--- src/logic/timer3_regs.svh ---
`ifndef TIMER3_REGS_SVH
`define TIMER3_REGS_SVH

// Register byte offsets on the bus
`define OFS_CONTROL 8'h00
`define OFS_RELOAD_LOW 8'h04
`define OFS_RELOAD_HIGH 8'h08
`define OFS_COUNT_LOW 8'h0c
`define OFS_COUNT_HIGH 8'h10
`define OFS_CLOCK_SELECT 8'h14
`define OFS_IRQ_ENABLE 8'h18
`define OFS_STATUS 8'h1c

// Control register field positions
`define BIT_HIGH_OVERFLOW 7
`define BIT_LOW_OVERFLOW 6
`define BIT_LOW_IRQ_ENABLE 5
`define BIT_CAPTURE_ENABLE 4
`define BIT_SPLIT_MODE 3
`define BIT_RUN_CONTROL 2
`define BIT_EXTERNAL_CLOCK 0

// Clock select, interrupt enable and status field positions
`define BIT_LOW_SYSTEM_CLOCK 0
`define BIT_HIGH_SYSTEM_CLOCK 1
`define BIT_TIMER_IRQ_ENABLE 0
`define BIT_SYNC_BUSY 0

// Reset values
`define RST_CONTROL 8'h00
`define RST_RELOAD 8'h00
`define RST_COUNT 8'h00
`define RST_CLOCK_SELECT 8'h00
`define RST_IRQ_ENABLE 8'h00

// Timing counts
`define SYSTEM_CLOCK_DIVIDE 12
`define EXTERNAL_DIVIDE 8
`define SYNC_BUSY_TICKS 2'd3

`endif

--- src/logic/timer3_pkg.sv ---
package timer3_pkg;
  typedef logic [7:0] byte_t;
  typedef logic [15:0] count_t;
  // Clock source of one counter half
  typedef enum logic [1:0] {SRC_SYSTEM_CLOCK, SRC_DIV12, SRC_EXT8} clk_src_t;
endpackage : timer3_pkg

--- src/logic/pin_sync.sv ---
`timescale 1ns/1ps
module pin_sync (
  input wire logic core_clk,
  input wire logic nrst,
  input wire logic pin_in,
  output logic level,
  output logic rise
);
  logic ff1_reg;
  logic ff2_reg;
  logic ff3_reg;
  logic level_reg;
  logic rise_reg;
  wire agree = (ff2_reg == ff3_reg);

  // Three-stage chain; level moves only when stages two and three agree
  always_ff @(posedge core_clk or negedge nrst)
  begin
    if (!nrst)
    begin
      ff1_reg <= 1'b0;
      ff2_reg <= 1'b0;
      ff3_reg <= 1'b0;
      level_reg <= 1'b0;
      rise_reg <= 1'b0;
    end
    else
    begin
      ff1_reg <= pin_in;
      ff2_reg <= ff1_reg;
      ff3_reg <= ff2_reg;
      if (agree)
        level_reg <= ff3_reg;
      rise_reg <= agree & ff3_reg & ~level_reg;
    end
  end

  assign level = level_reg;
  assign rise = rise_reg;
endmodule : pin_sync

--- src/logic/tick_divider.sv ---
`timescale 1ns/1ps
module tick_divider #(
  parameter int DIV = 12,
  parameter int W = 4
) (
  input wire logic core_clk,
  input wire logic nrst,
  input wire logic in_tick,
  output logic out_tick
);
  logic [W-1:0] count_reg;
  logic out_reg;
  wire last = (count_reg == W'(DIV - 1));

  // One output tick for every DIV input ticks
  always_ff @(posedge core_clk or negedge nrst)
  begin
    if (!nrst)
    begin
      count_reg <= '0;
      out_reg <= 1'b0;
    end
    else
    begin
      out_reg <= in_tick & last;
      if (in_tick)
        count_reg <= last ? '0 : count_reg + W'(1);
    end
  end

  assign out_tick = out_reg;
endmodule : tick_divider

--- src/logic/timer3_reload_capture.sv ---
// Summary of operation
// - Sixteen-bit counter of two bytes; split bit picks one 16-bit or two 8-bit.
// - Clock sources are system clock, system clock over 12, external over 8.
// - External tick is retimed to system clock except in suspend, where it drives directly.
// - In suspend the counter keeps counting on external ticks and high overflow wakes device.
// - After a foreign wake-up, busy flag stays set for three timer ticks.
// - Sixteen-bit rollover loads the reload pair and sets the high overflow flag.
// - Sixteen-bit mode requests an interrupt on each overflow when enabled.
// - With low-byte enable too, low byte rollover also requests an interrupt.
// - In split mode each half reloads from its own reload byte on overflow.
// - In split mode run control gates only the high half; low half always counts.
// - Each half picks its clock from its own select bit and the external select.
// - In split mode each half's rollover sets its own overflow flag.
// - Split mode interrupts on high overflow, or either half with low-byte enable.
// - Hardware never clears overflow flags; software clears them by writing zero.
// - Capture mode needs capture enable set and split clear; no external clock then.
// - Comparator rising edge copies count to reload pair and sets high overflow flag.
// - In 16-bit mode run control starts and stops the whole counter.
`timescale 1ns/1ps
`include "timer3_regs.svh"
module timer3_reload_capture (
  input wire logic core_clk,
  input wire logic nrst,
  input wire logic wb_cyc_i,
  input wire logic wb_stb_i,
  input wire logic wb_we_i,
  input wire logic [7:0] wb_adr_i,
  input wire logic [3:0] wb_sel_i,
  input wire logic [31:0] wb_dat_i,
  output logic [31:0] wb_dat_o,
  output logic wb_ack_o,
  input wire logic ext_osc_in,
  input wire logic comparator0_in,
  input wire logic suspend_in,
  input wire logic wake_other_in,
  output logic irq_req,
  output logic wake_req,
  output logic sync_busy
);
  timer3_pkg::byte_t control_reg;
  timer3_pkg::byte_t reload_low_byte_reg;
  timer3_pkg::byte_t reload_high_byte_reg;
  timer3_pkg::count_t count_reg;
  timer3_pkg::count_t count_next;
  timer3_pkg::byte_t clock_select_reg;
  timer3_pkg::byte_t irq_enable_reg;
  logic [1:0] busy_count_reg;
  logic ack_reg;
  logic [31:0] dat_reg;
  logic wake_reg;
  logic ext_sync_reg;
  logic low_wrap;
  logic high_wrap;

  // Control fields
  wire high_overflow_flag = control_reg[`BIT_HIGH_OVERFLOW];
  wire low_overflow_flag = control_reg[`BIT_LOW_OVERFLOW];
  wire low_byte_irq_enable = control_reg[`BIT_LOW_IRQ_ENABLE];
  wire comparator_capture_enable = control_reg[`BIT_CAPTURE_ENABLE];
  wire split_mode_select = control_reg[`BIT_SPLIT_MODE];
  wire run_control = control_reg[`BIT_RUN_CONTROL];
  wire external_clock_select = control_reg[`BIT_EXTERNAL_CLOCK];
  wire low_half_system_clock_select = clock_select_reg[`BIT_LOW_SYSTEM_CLOCK];
  wire high_half_system_clock_select = clock_select_reg[`BIT_HIGH_SYSTEM_CLOCK];
  wire timer_irq_enable = irq_enable_reg[`BIT_TIMER_IRQ_ENABLE];
  wire sync_busy_flag = (busy_count_reg != 2'd0);

  // Capture only applies in 16-bit mode
  wire capture_mode = comparator_capture_enable & ~split_mode_select;

  // Bus decode; a write lands on the edge where ack is seen high
  wire bus_req = wb_cyc_i & wb_stb_i;
  wire bus_wr = bus_req & wb_we_i & ack_reg & wb_sel_i[0];
  wire wr_control = bus_wr & (wb_adr_i == `OFS_CONTROL);
  wire wr_reload_low = bus_wr & (wb_adr_i == `OFS_RELOAD_LOW);
  wire wr_reload_high = bus_wr & (wb_adr_i == `OFS_RELOAD_HIGH);
  wire wr_count_low = bus_wr & (wb_adr_i == `OFS_COUNT_LOW) & ~sync_busy_flag;
  wire wr_count_high = bus_wr & (wb_adr_i == `OFS_COUNT_HIGH) & ~sync_busy_flag;
  wire wr_clock_select = bus_wr & (wb_adr_i == `OFS_CLOCK_SELECT);
  wire wr_irq_enable = bus_wr & (wb_adr_i == `OFS_IRQ_ENABLE);
  wire [7:0] wr_byte = wb_dat_i[7:0];

  // Read selection; unmapped offsets read zero
  wire [7:0] status_byte = {7'h00, sync_busy_flag};
  wire [7:0] read_byte =
    (wb_adr_i == `OFS_CONTROL) ? control_reg :
    (wb_adr_i == `OFS_RELOAD_LOW) ? reload_low_byte_reg :
    (wb_adr_i == `OFS_RELOAD_HIGH) ? reload_high_byte_reg :
    (wb_adr_i == `OFS_COUNT_LOW) ? count_reg[7:0] :
    (wb_adr_i == `OFS_COUNT_HIGH) ? count_reg[15:8] :
    (wb_adr_i == `OFS_CLOCK_SELECT) ? clock_select_reg :
    (wb_adr_i == `OFS_IRQ_ENABLE) ? irq_enable_reg :
    (wb_adr_i == `OFS_STATUS) ? status_byte : 8'h00;

  // Pin synchronisers for the oscillator and the comparator
  logic ext_rise;
  logic cmp_rise;
  pin_sync u_ext_sync (
    .core_clk(core_clk),
    .nrst(nrst),
    .pin_in(ext_osc_in),
    .level(),
    .rise(ext_rise)
  );
  pin_sync u_cmp_sync (
    .core_clk(core_clk),
    .nrst(nrst),
    .pin_in(comparator0_in),
    .level(),
    .rise(cmp_rise)
  );

  // Prescalers; the divide by 12 stops with the system clock in suspend
  logic div12_tick;
  logic ext_raw_tick;
  tick_divider #(.DIV(`SYSTEM_CLOCK_DIVIDE), .W(4)) u_div12 (
    .core_clk(core_clk),
    .nrst(nrst),
    .in_tick(~suspend_in),
    .out_tick(div12_tick)
  );
  tick_divider #(.DIV(`EXTERNAL_DIVIDE), .W(3)) u_div8 (
    .core_clk(core_clk),
    .nrst(nrst),
    .in_tick(ext_rise),
    .out_tick(ext_raw_tick)
  );

  // Retimed external tick normally, raw tick while suspended
  wire ext_tick = suspend_in ? ext_raw_tick : ext_sync_reg;

  // Per-half clock choice: index 0 is the low half, 1 the high half
  wire [1:0] half_system_clock_select = {high_half_system_clock_select, low_half_system_clock_select};
  logic [1:0] half_tick;
  genvar h;
  generate
    for (h = 0; h < 2; h++)
    begin : g_half_clock
      timer3_pkg::clk_src_t src;
      assign src = half_system_clock_select[h] ? timer3_pkg::SRC_SYSTEM_CLOCK :
        (external_clock_select & ~capture_mode) ? timer3_pkg::SRC_EXT8 :
        timer3_pkg::SRC_DIV12;
      assign half_tick[h] = (src == timer3_pkg::SRC_SYSTEM_CLOCK) ? ~suspend_in :
        (src == timer3_pkg::SRC_EXT8) ? ext_tick : div12_tick;
    end
  endgenerate

  // Counter next value, reload on rollover, wrap events
  always_comb
  begin
    count_next = count_reg;
    low_wrap = 1'b0;
    high_wrap = 1'b0;
    if (!split_mode_select)
    begin
      if (run_control & half_tick[0])
      begin
        low_wrap = (count_reg[7:0] == 8'hff);
        if (count_reg == 16'hffff)
        begin
          count_next = {reload_high_byte_reg, reload_low_byte_reg};
          high_wrap = 1'b1;
        end
        else
          count_next = count_reg + 16'h0001;
      end
    end
    else
    begin
      if (half_tick[0])
      begin
        low_wrap = (count_reg[7:0] == 8'hff);
        count_next[7:0] = low_wrap ? reload_low_byte_reg : count_reg[7:0] + 8'h01;
      end
      if (run_control & half_tick[1])
      begin
        high_wrap = (count_reg[15:8] == 8'hff);
        count_next[15:8] = high_wrap ? reload_high_byte_reg : count_reg[15:8] + 8'h01;
      end
    end
    if (wr_count_low)
      count_next[7:0] = wr_byte;
    if (wr_count_high)
      count_next[15:8] = wr_byte;
  end

  // Flag updates; a hardware set wins over a software clear
  wire capture_event = capture_mode & cmp_rise;
  wire high_set = high_wrap | capture_event;
  wire [7:0] control_wr = wr_control ? {wr_byte[7:2], 1'b0, wr_byte[0]} : control_reg;
  wire [7:0] control_next = {
    control_wr[7] | high_set,
    control_wr[6] | low_wrap,
    control_wr[5:0]
  };

  // Control, counter and clock select registers
  always_ff @(posedge core_clk or negedge nrst)
  begin
    if (!nrst)
    begin
      control_reg <= `RST_CONTROL;
      count_reg <= {`RST_COUNT, `RST_COUNT};
      clock_select_reg <= `RST_CLOCK_SELECT;
      irq_enable_reg <= `RST_IRQ_ENABLE;
    end
    else
    begin
      control_reg <= control_next;
      count_reg <= count_next;
      if (wr_clock_select)
        clock_select_reg <= {6'h00, wr_byte[1:0]};
      if (wr_irq_enable)
        irq_enable_reg <= {7'h00, wr_byte[0]};
    end
  end

  // Reload pair; a capture takes priority over a software write
  always_ff @(posedge core_clk or negedge nrst)
  begin
    if (!nrst)
    begin
      reload_low_byte_reg <= `RST_RELOAD;
      reload_high_byte_reg <= `RST_RELOAD;
    end
    else if (capture_event)
    begin
      reload_low_byte_reg <= count_reg[7:0];
      reload_high_byte_reg <= count_reg[15:8];
    end
    else
    begin
      if (wr_reload_low)
        reload_low_byte_reg <= wr_byte;
      if (wr_reload_high)
        reload_high_byte_reg <= wr_byte;
    end
  end

  // Busy window after a wake-up from another source, counted in timer ticks
  always_ff @(posedge core_clk or negedge nrst)
  begin
    if (!nrst)
      busy_count_reg <= 2'd0;
    else if (wake_other_in)
      busy_count_reg <= `SYNC_BUSY_TICKS;
    else if (sync_busy_flag & half_tick[0])
      busy_count_reg <= busy_count_reg - 2'd1;
  end

  // External tick retiming and wake pulse on overflow during suspend
  always_ff @(posedge core_clk or negedge nrst)
  begin
    if (!nrst)
    begin
      ext_sync_reg <= 1'b0;
      wake_reg <= 1'b0;
    end
    else
    begin
      ext_sync_reg <= ext_raw_tick;
      wake_reg <= suspend_in & high_wrap;
    end
  end

  // Bus answer one cycle after the request, dropped the cycle after
  always_ff @(posedge core_clk or negedge nrst)
  begin
    if (!nrst)
    begin
      ack_reg <= 1'b0;
      dat_reg <= 32'h0000_0000;
    end
    else
    begin
      ack_reg <= bus_req & ~ack_reg;
      if (bus_req & ~ack_reg)
        dat_reg <= {24'h00_0000, read_byte};
    end
  end

  // Interrupt request from the sticky flags
  assign irq_req = timer_irq_enable &
    (high_overflow_flag | (low_byte_irq_enable & low_overflow_flag));
  assign wake_req = wake_reg;
  assign sync_busy = sync_busy_flag;
  assign wb_ack_o = ack_reg;
  assign wb_dat_o = dat_reg;
endmodule : timer3_reload_capture

--- config.mk ---
export PLATFORM = sky130hd
export DESIGN_NAME = timer3_reload_capture
export DESIGN_NICKNAME = d
export VERILOG_FILES = /design/src/logic/timer3_pkg.sv /design/src/logic/pin_sync.sv /design/src/logic/tick_divider.sv /design/src/logic/timer3_reload_capture.sv
export VERILOG_INCLUDE_DIRS = /design/src /design/src/logic
export SDC_FILE = /design/constraint.sdc
export NUM_CORES = 1
export LEC_CHECK = 0
export BUFFER_PORTS_ARGS = -buffer_cell sky130_fd_sc_hd__buf_2
export CAP_MARGIN = 10
export CORE_MARGIN = 1
export CORE_UTILIZATION = 62
export CTS_BUF_LIST = sky130_fd_sc_hd__clkbuf_8
export CTS_CLUSTER_SIZE = 30
export DETAILED_ROUTE_END_ITERATION = 16
export GPL_TIMING_DRIVEN = 0
export HOLD_SLACK_MARGIN = 0.1
export MAX_ROUTING_LAYER = met4
export PLACE_DENSITY = 0.88
export RECOVER_POWER = 100
export SLEW_MARGIN = 40
export SYNTH_ARGS = -nofsm -noshare
export SYNTH_HDL_FRONTEND = slang
export SYNTH_SLANG_ARGS = --single-unit
--- constraint.sdc ---
create_clock -name core_clk -period 5.4 [get_ports core_clk]
set_input_delay 1.08 -clock core_clk [delete_from_list [all_inputs] [get_ports core_clk]]
set_output_delay 1.08 -clock core_clk [all_outputs]
set_load 0.05 [all_outputs]
==> results.toml <==
[synthesis]
synthesis.area_mm2 = 0.004564
ys_ff_latch = 74
post-synth-top-area-cell = "dfrtp_1"
post-synth-top-area-fraction_pct = 40.57
yosysSeqAreaShare_pct = 40.57
avgSynthCellArea_um2 = 9.392
yosys_most_used_dff = "dfrtp_1"
async_reset_ff_share_pct = 100.0
yosys-top-cells-area = "dfrtp_1, mux2_2, mux2i_1, a21oi_1, buf_4"
ys_types = 70
syn_inst = 486
synth-edff-count = 0
yosys_warnings = 0

[clock_tree]
cts.repair.resized = 0
htree_levels = 3
clk_latency_ns = 0.37
post_cts_buffers = 0
holdBufCountCts = 0
root_buffer = "clkbuf_8"
cts_buffer_depth = 2
cts_buffers = 9
cts_tree = "built"
clk_pin_slew_ns = 0.08
cts_sinks = 74

[cells_and_area]
fin_area_mm2 = 0.005120
drive_gt1_share_pct = 15.92
final_common_cell = "dfrtp_1"
final_cell_mix = "dfrtp_1, clkbuf_1, a21oi_1"
largest_reg_flops = 16
fin_nets = 616
diodes = 0
fillers = 541
area_growth_pct = 12.17

[run_status]
violations = "capacitance limit, slew limit"
status = "finished with violations"

[floorplanning]
start_util_pct = 65.73
dieArea_mm2 = 0.007709
core-area_mm2 = 0.006944
io_pins = 89
rows = 30
chipWidth_um = 87.80
die_h_um = 87.80

[critical_path]
crit_top_cell = "clkbuf_1"
cp_slowest_cell = "nor4_1"
crit_chain = "clkbuf_1, or4_1, nor4_1, and2_0, clkbuf_1, mux2i_1, a21oi_1"
crit_buf_inv = 2
cp.arrival_ns = 4.18
start_kind = "primary input"
path_max_fanout = 10
cp_top_family = "simple AND/OR/NAND/NOR gates"
critPathMaxStageDelay_ns = 1.33
criticalPathCategory = "in2reg"
crit_required_ns = 5.61
end_kind = "register"

[global_routing]
grt_use_total_pct = 40.21
grt_pass1_wl_um = 22140
grt_pass1_vias = 4340
grt_antenna_before_repair = 0
grt_max_degree = 50
grt_remaining_overflow = 0

[timing]
min_period_over_period_pct = 73.54
finClkSkew_ns = 0.01220
fmax_ghz = 0.2518
rsz0062_at_grt = "false"
worst_slack_ns = 1.429
finalSetupViolations = 0
post-route-min-period_ns = 3.971
maxSlewViolCount = 11
final_hold_viol_count = 0
max_slew_margin_pct = -11.24
finalSetupTns_ns = 0
worst_slew_pin_slew_ns = 1.653

[run]
cap_violations = 2

[place]
placed_area_mm2 = 0.004987
routabilityCongestion = 0.9821
pre_cts_slack_ns = 2.229
port_buffers = 34
dp_hpwl_um = 9915

[route]
routed_wl_um = 13890
postRouteAntennaNets = 0
firstDrtPassIters = 5
routedWlPerCell_um = 21.20
via_per_inst = 6.745
vias = 4418
drc = 0
drt_iter0_markers = 517

[hold_path]
min_path_type = "reg2reg"

[pwr]
irDropWorstVdd_v = 0.0002898
power.density_mw_per_mm2 = 260.4
power.leakage_uw = 0.002239
## Yosys cell counts (all sizes together), types with 5 or more instances
cell type / count
nor4: 7
dfrtp: 74
buf: 29
and4: 10
a221oi: 6
inv: 11
o22ai: 7
mux2i: 19
mux2: 17
nand4: 10
nor2: 30
o211ai: 5
o21ai: 27
and3: 9
a21o: 5
a21oi: 37
clkbuf: 25
o31ai: 8
nand2b: 5
and2: 7
ha: 8
nand3: 21
nor3: 9
nand2: 29
a31oi: 5
## report_power, final
part           switching, uW  total (uW)  internal, uW
Clock                    219         478           259
Sequential              33.3         630           597
Combinational            145         225          80.8
## worst paths after layout
path	from	end	slack, ns	depth (start not counted)
setup / recovery	wb_adr_i[7]	reload_high_byte_reg[4]	1.43	7
hold / removal	u_cmp_sync.ff1_reg	u_cmp_sync.ff2_reg	0.37	0
setup reg to reg	count_reg[11]	count_reg[15]	2.86	7
hold reg to reg	u_cmp_sync.ff1_reg	u_cmp_sync.ff2_reg	0.37	0
max in group asynchronous	nrst	wb_dat_o[0]	3.42	2
min in group asynchronous	nrst	count_reg[13]	1.06	1
## cells by family (layout without fill, tap and decap cells)
family / count (synthesis) / after routing / share of synthesized area, %
compound gates: 143 / 143 / 21.19
other cells: 1 / 24 / 0.08216
flops: 74 / 74 / 40.57
fa+ha+maj: 8 / 8 / 2.193
xor+xnor: 5 / 5 / 0.9596
buf+inv: 66 / 116 / 7.675
simple gates: 152 / 152 / 18.48
mux: 37 / 37 / 8.854
## worst reg2reg max path, cell delays in order (launching register included)
cell and delay, ns:
dfrtp_1 0.33, clkbuf_1 0.40, and4_1 0.27, clkbuf_1 0.31, nand4_1 0.37, nand2b_1 0.27, a311oi_1 0.30, o21ai_0 0.15
## routing by layer
| layer | global-route usage [%] | vias up | wire, um |
|---|---|---|---|
| li1 | - | 1931 | - |
| met1 | 50.09 | 2096 | 5374 |
| met2 | 62.44 | 319 | 6450 |
| met3 | 7.352 | 72 | 1412 |
| met4 | 21.31 | 0 | 650 |
| met5 | - | - | 0 |
## final cells by class
| cell class | instances | area, um^2 | area share, % |
|---|---|---|---|
| clock buffer | 9 | 123.9 | 2.419 |
| sequential | 74 | 1852 | 36.17 |
| timing repair buffer | 35 | 180.2 | 3.519 |
| inverter | 12 | 45.04 | 0.8798 |
| tap | 96 | 120.1 | 2.346 |
| clock inverter | 6 | 90.09 | 1.760 |
| multi-input combinational | 369 | 2412 | 47.12 |
| buffer | 54 | 296.5 | 5.792 |
## per-stage QoR
stage	power, uW	instances	utilization, %	hold WS (ns)
detailed placement	868.8	640	71.82	0.3471
global placement	843.6	639	71.15	0.3394
CTS	1339	655	74.90	0.3739
global route	1379	655	73.73	0.3729
floorplan	795.3	509	-	0.3312
finish	1333	655	73.73	0.3703
(Power assumes the default switching activity.)
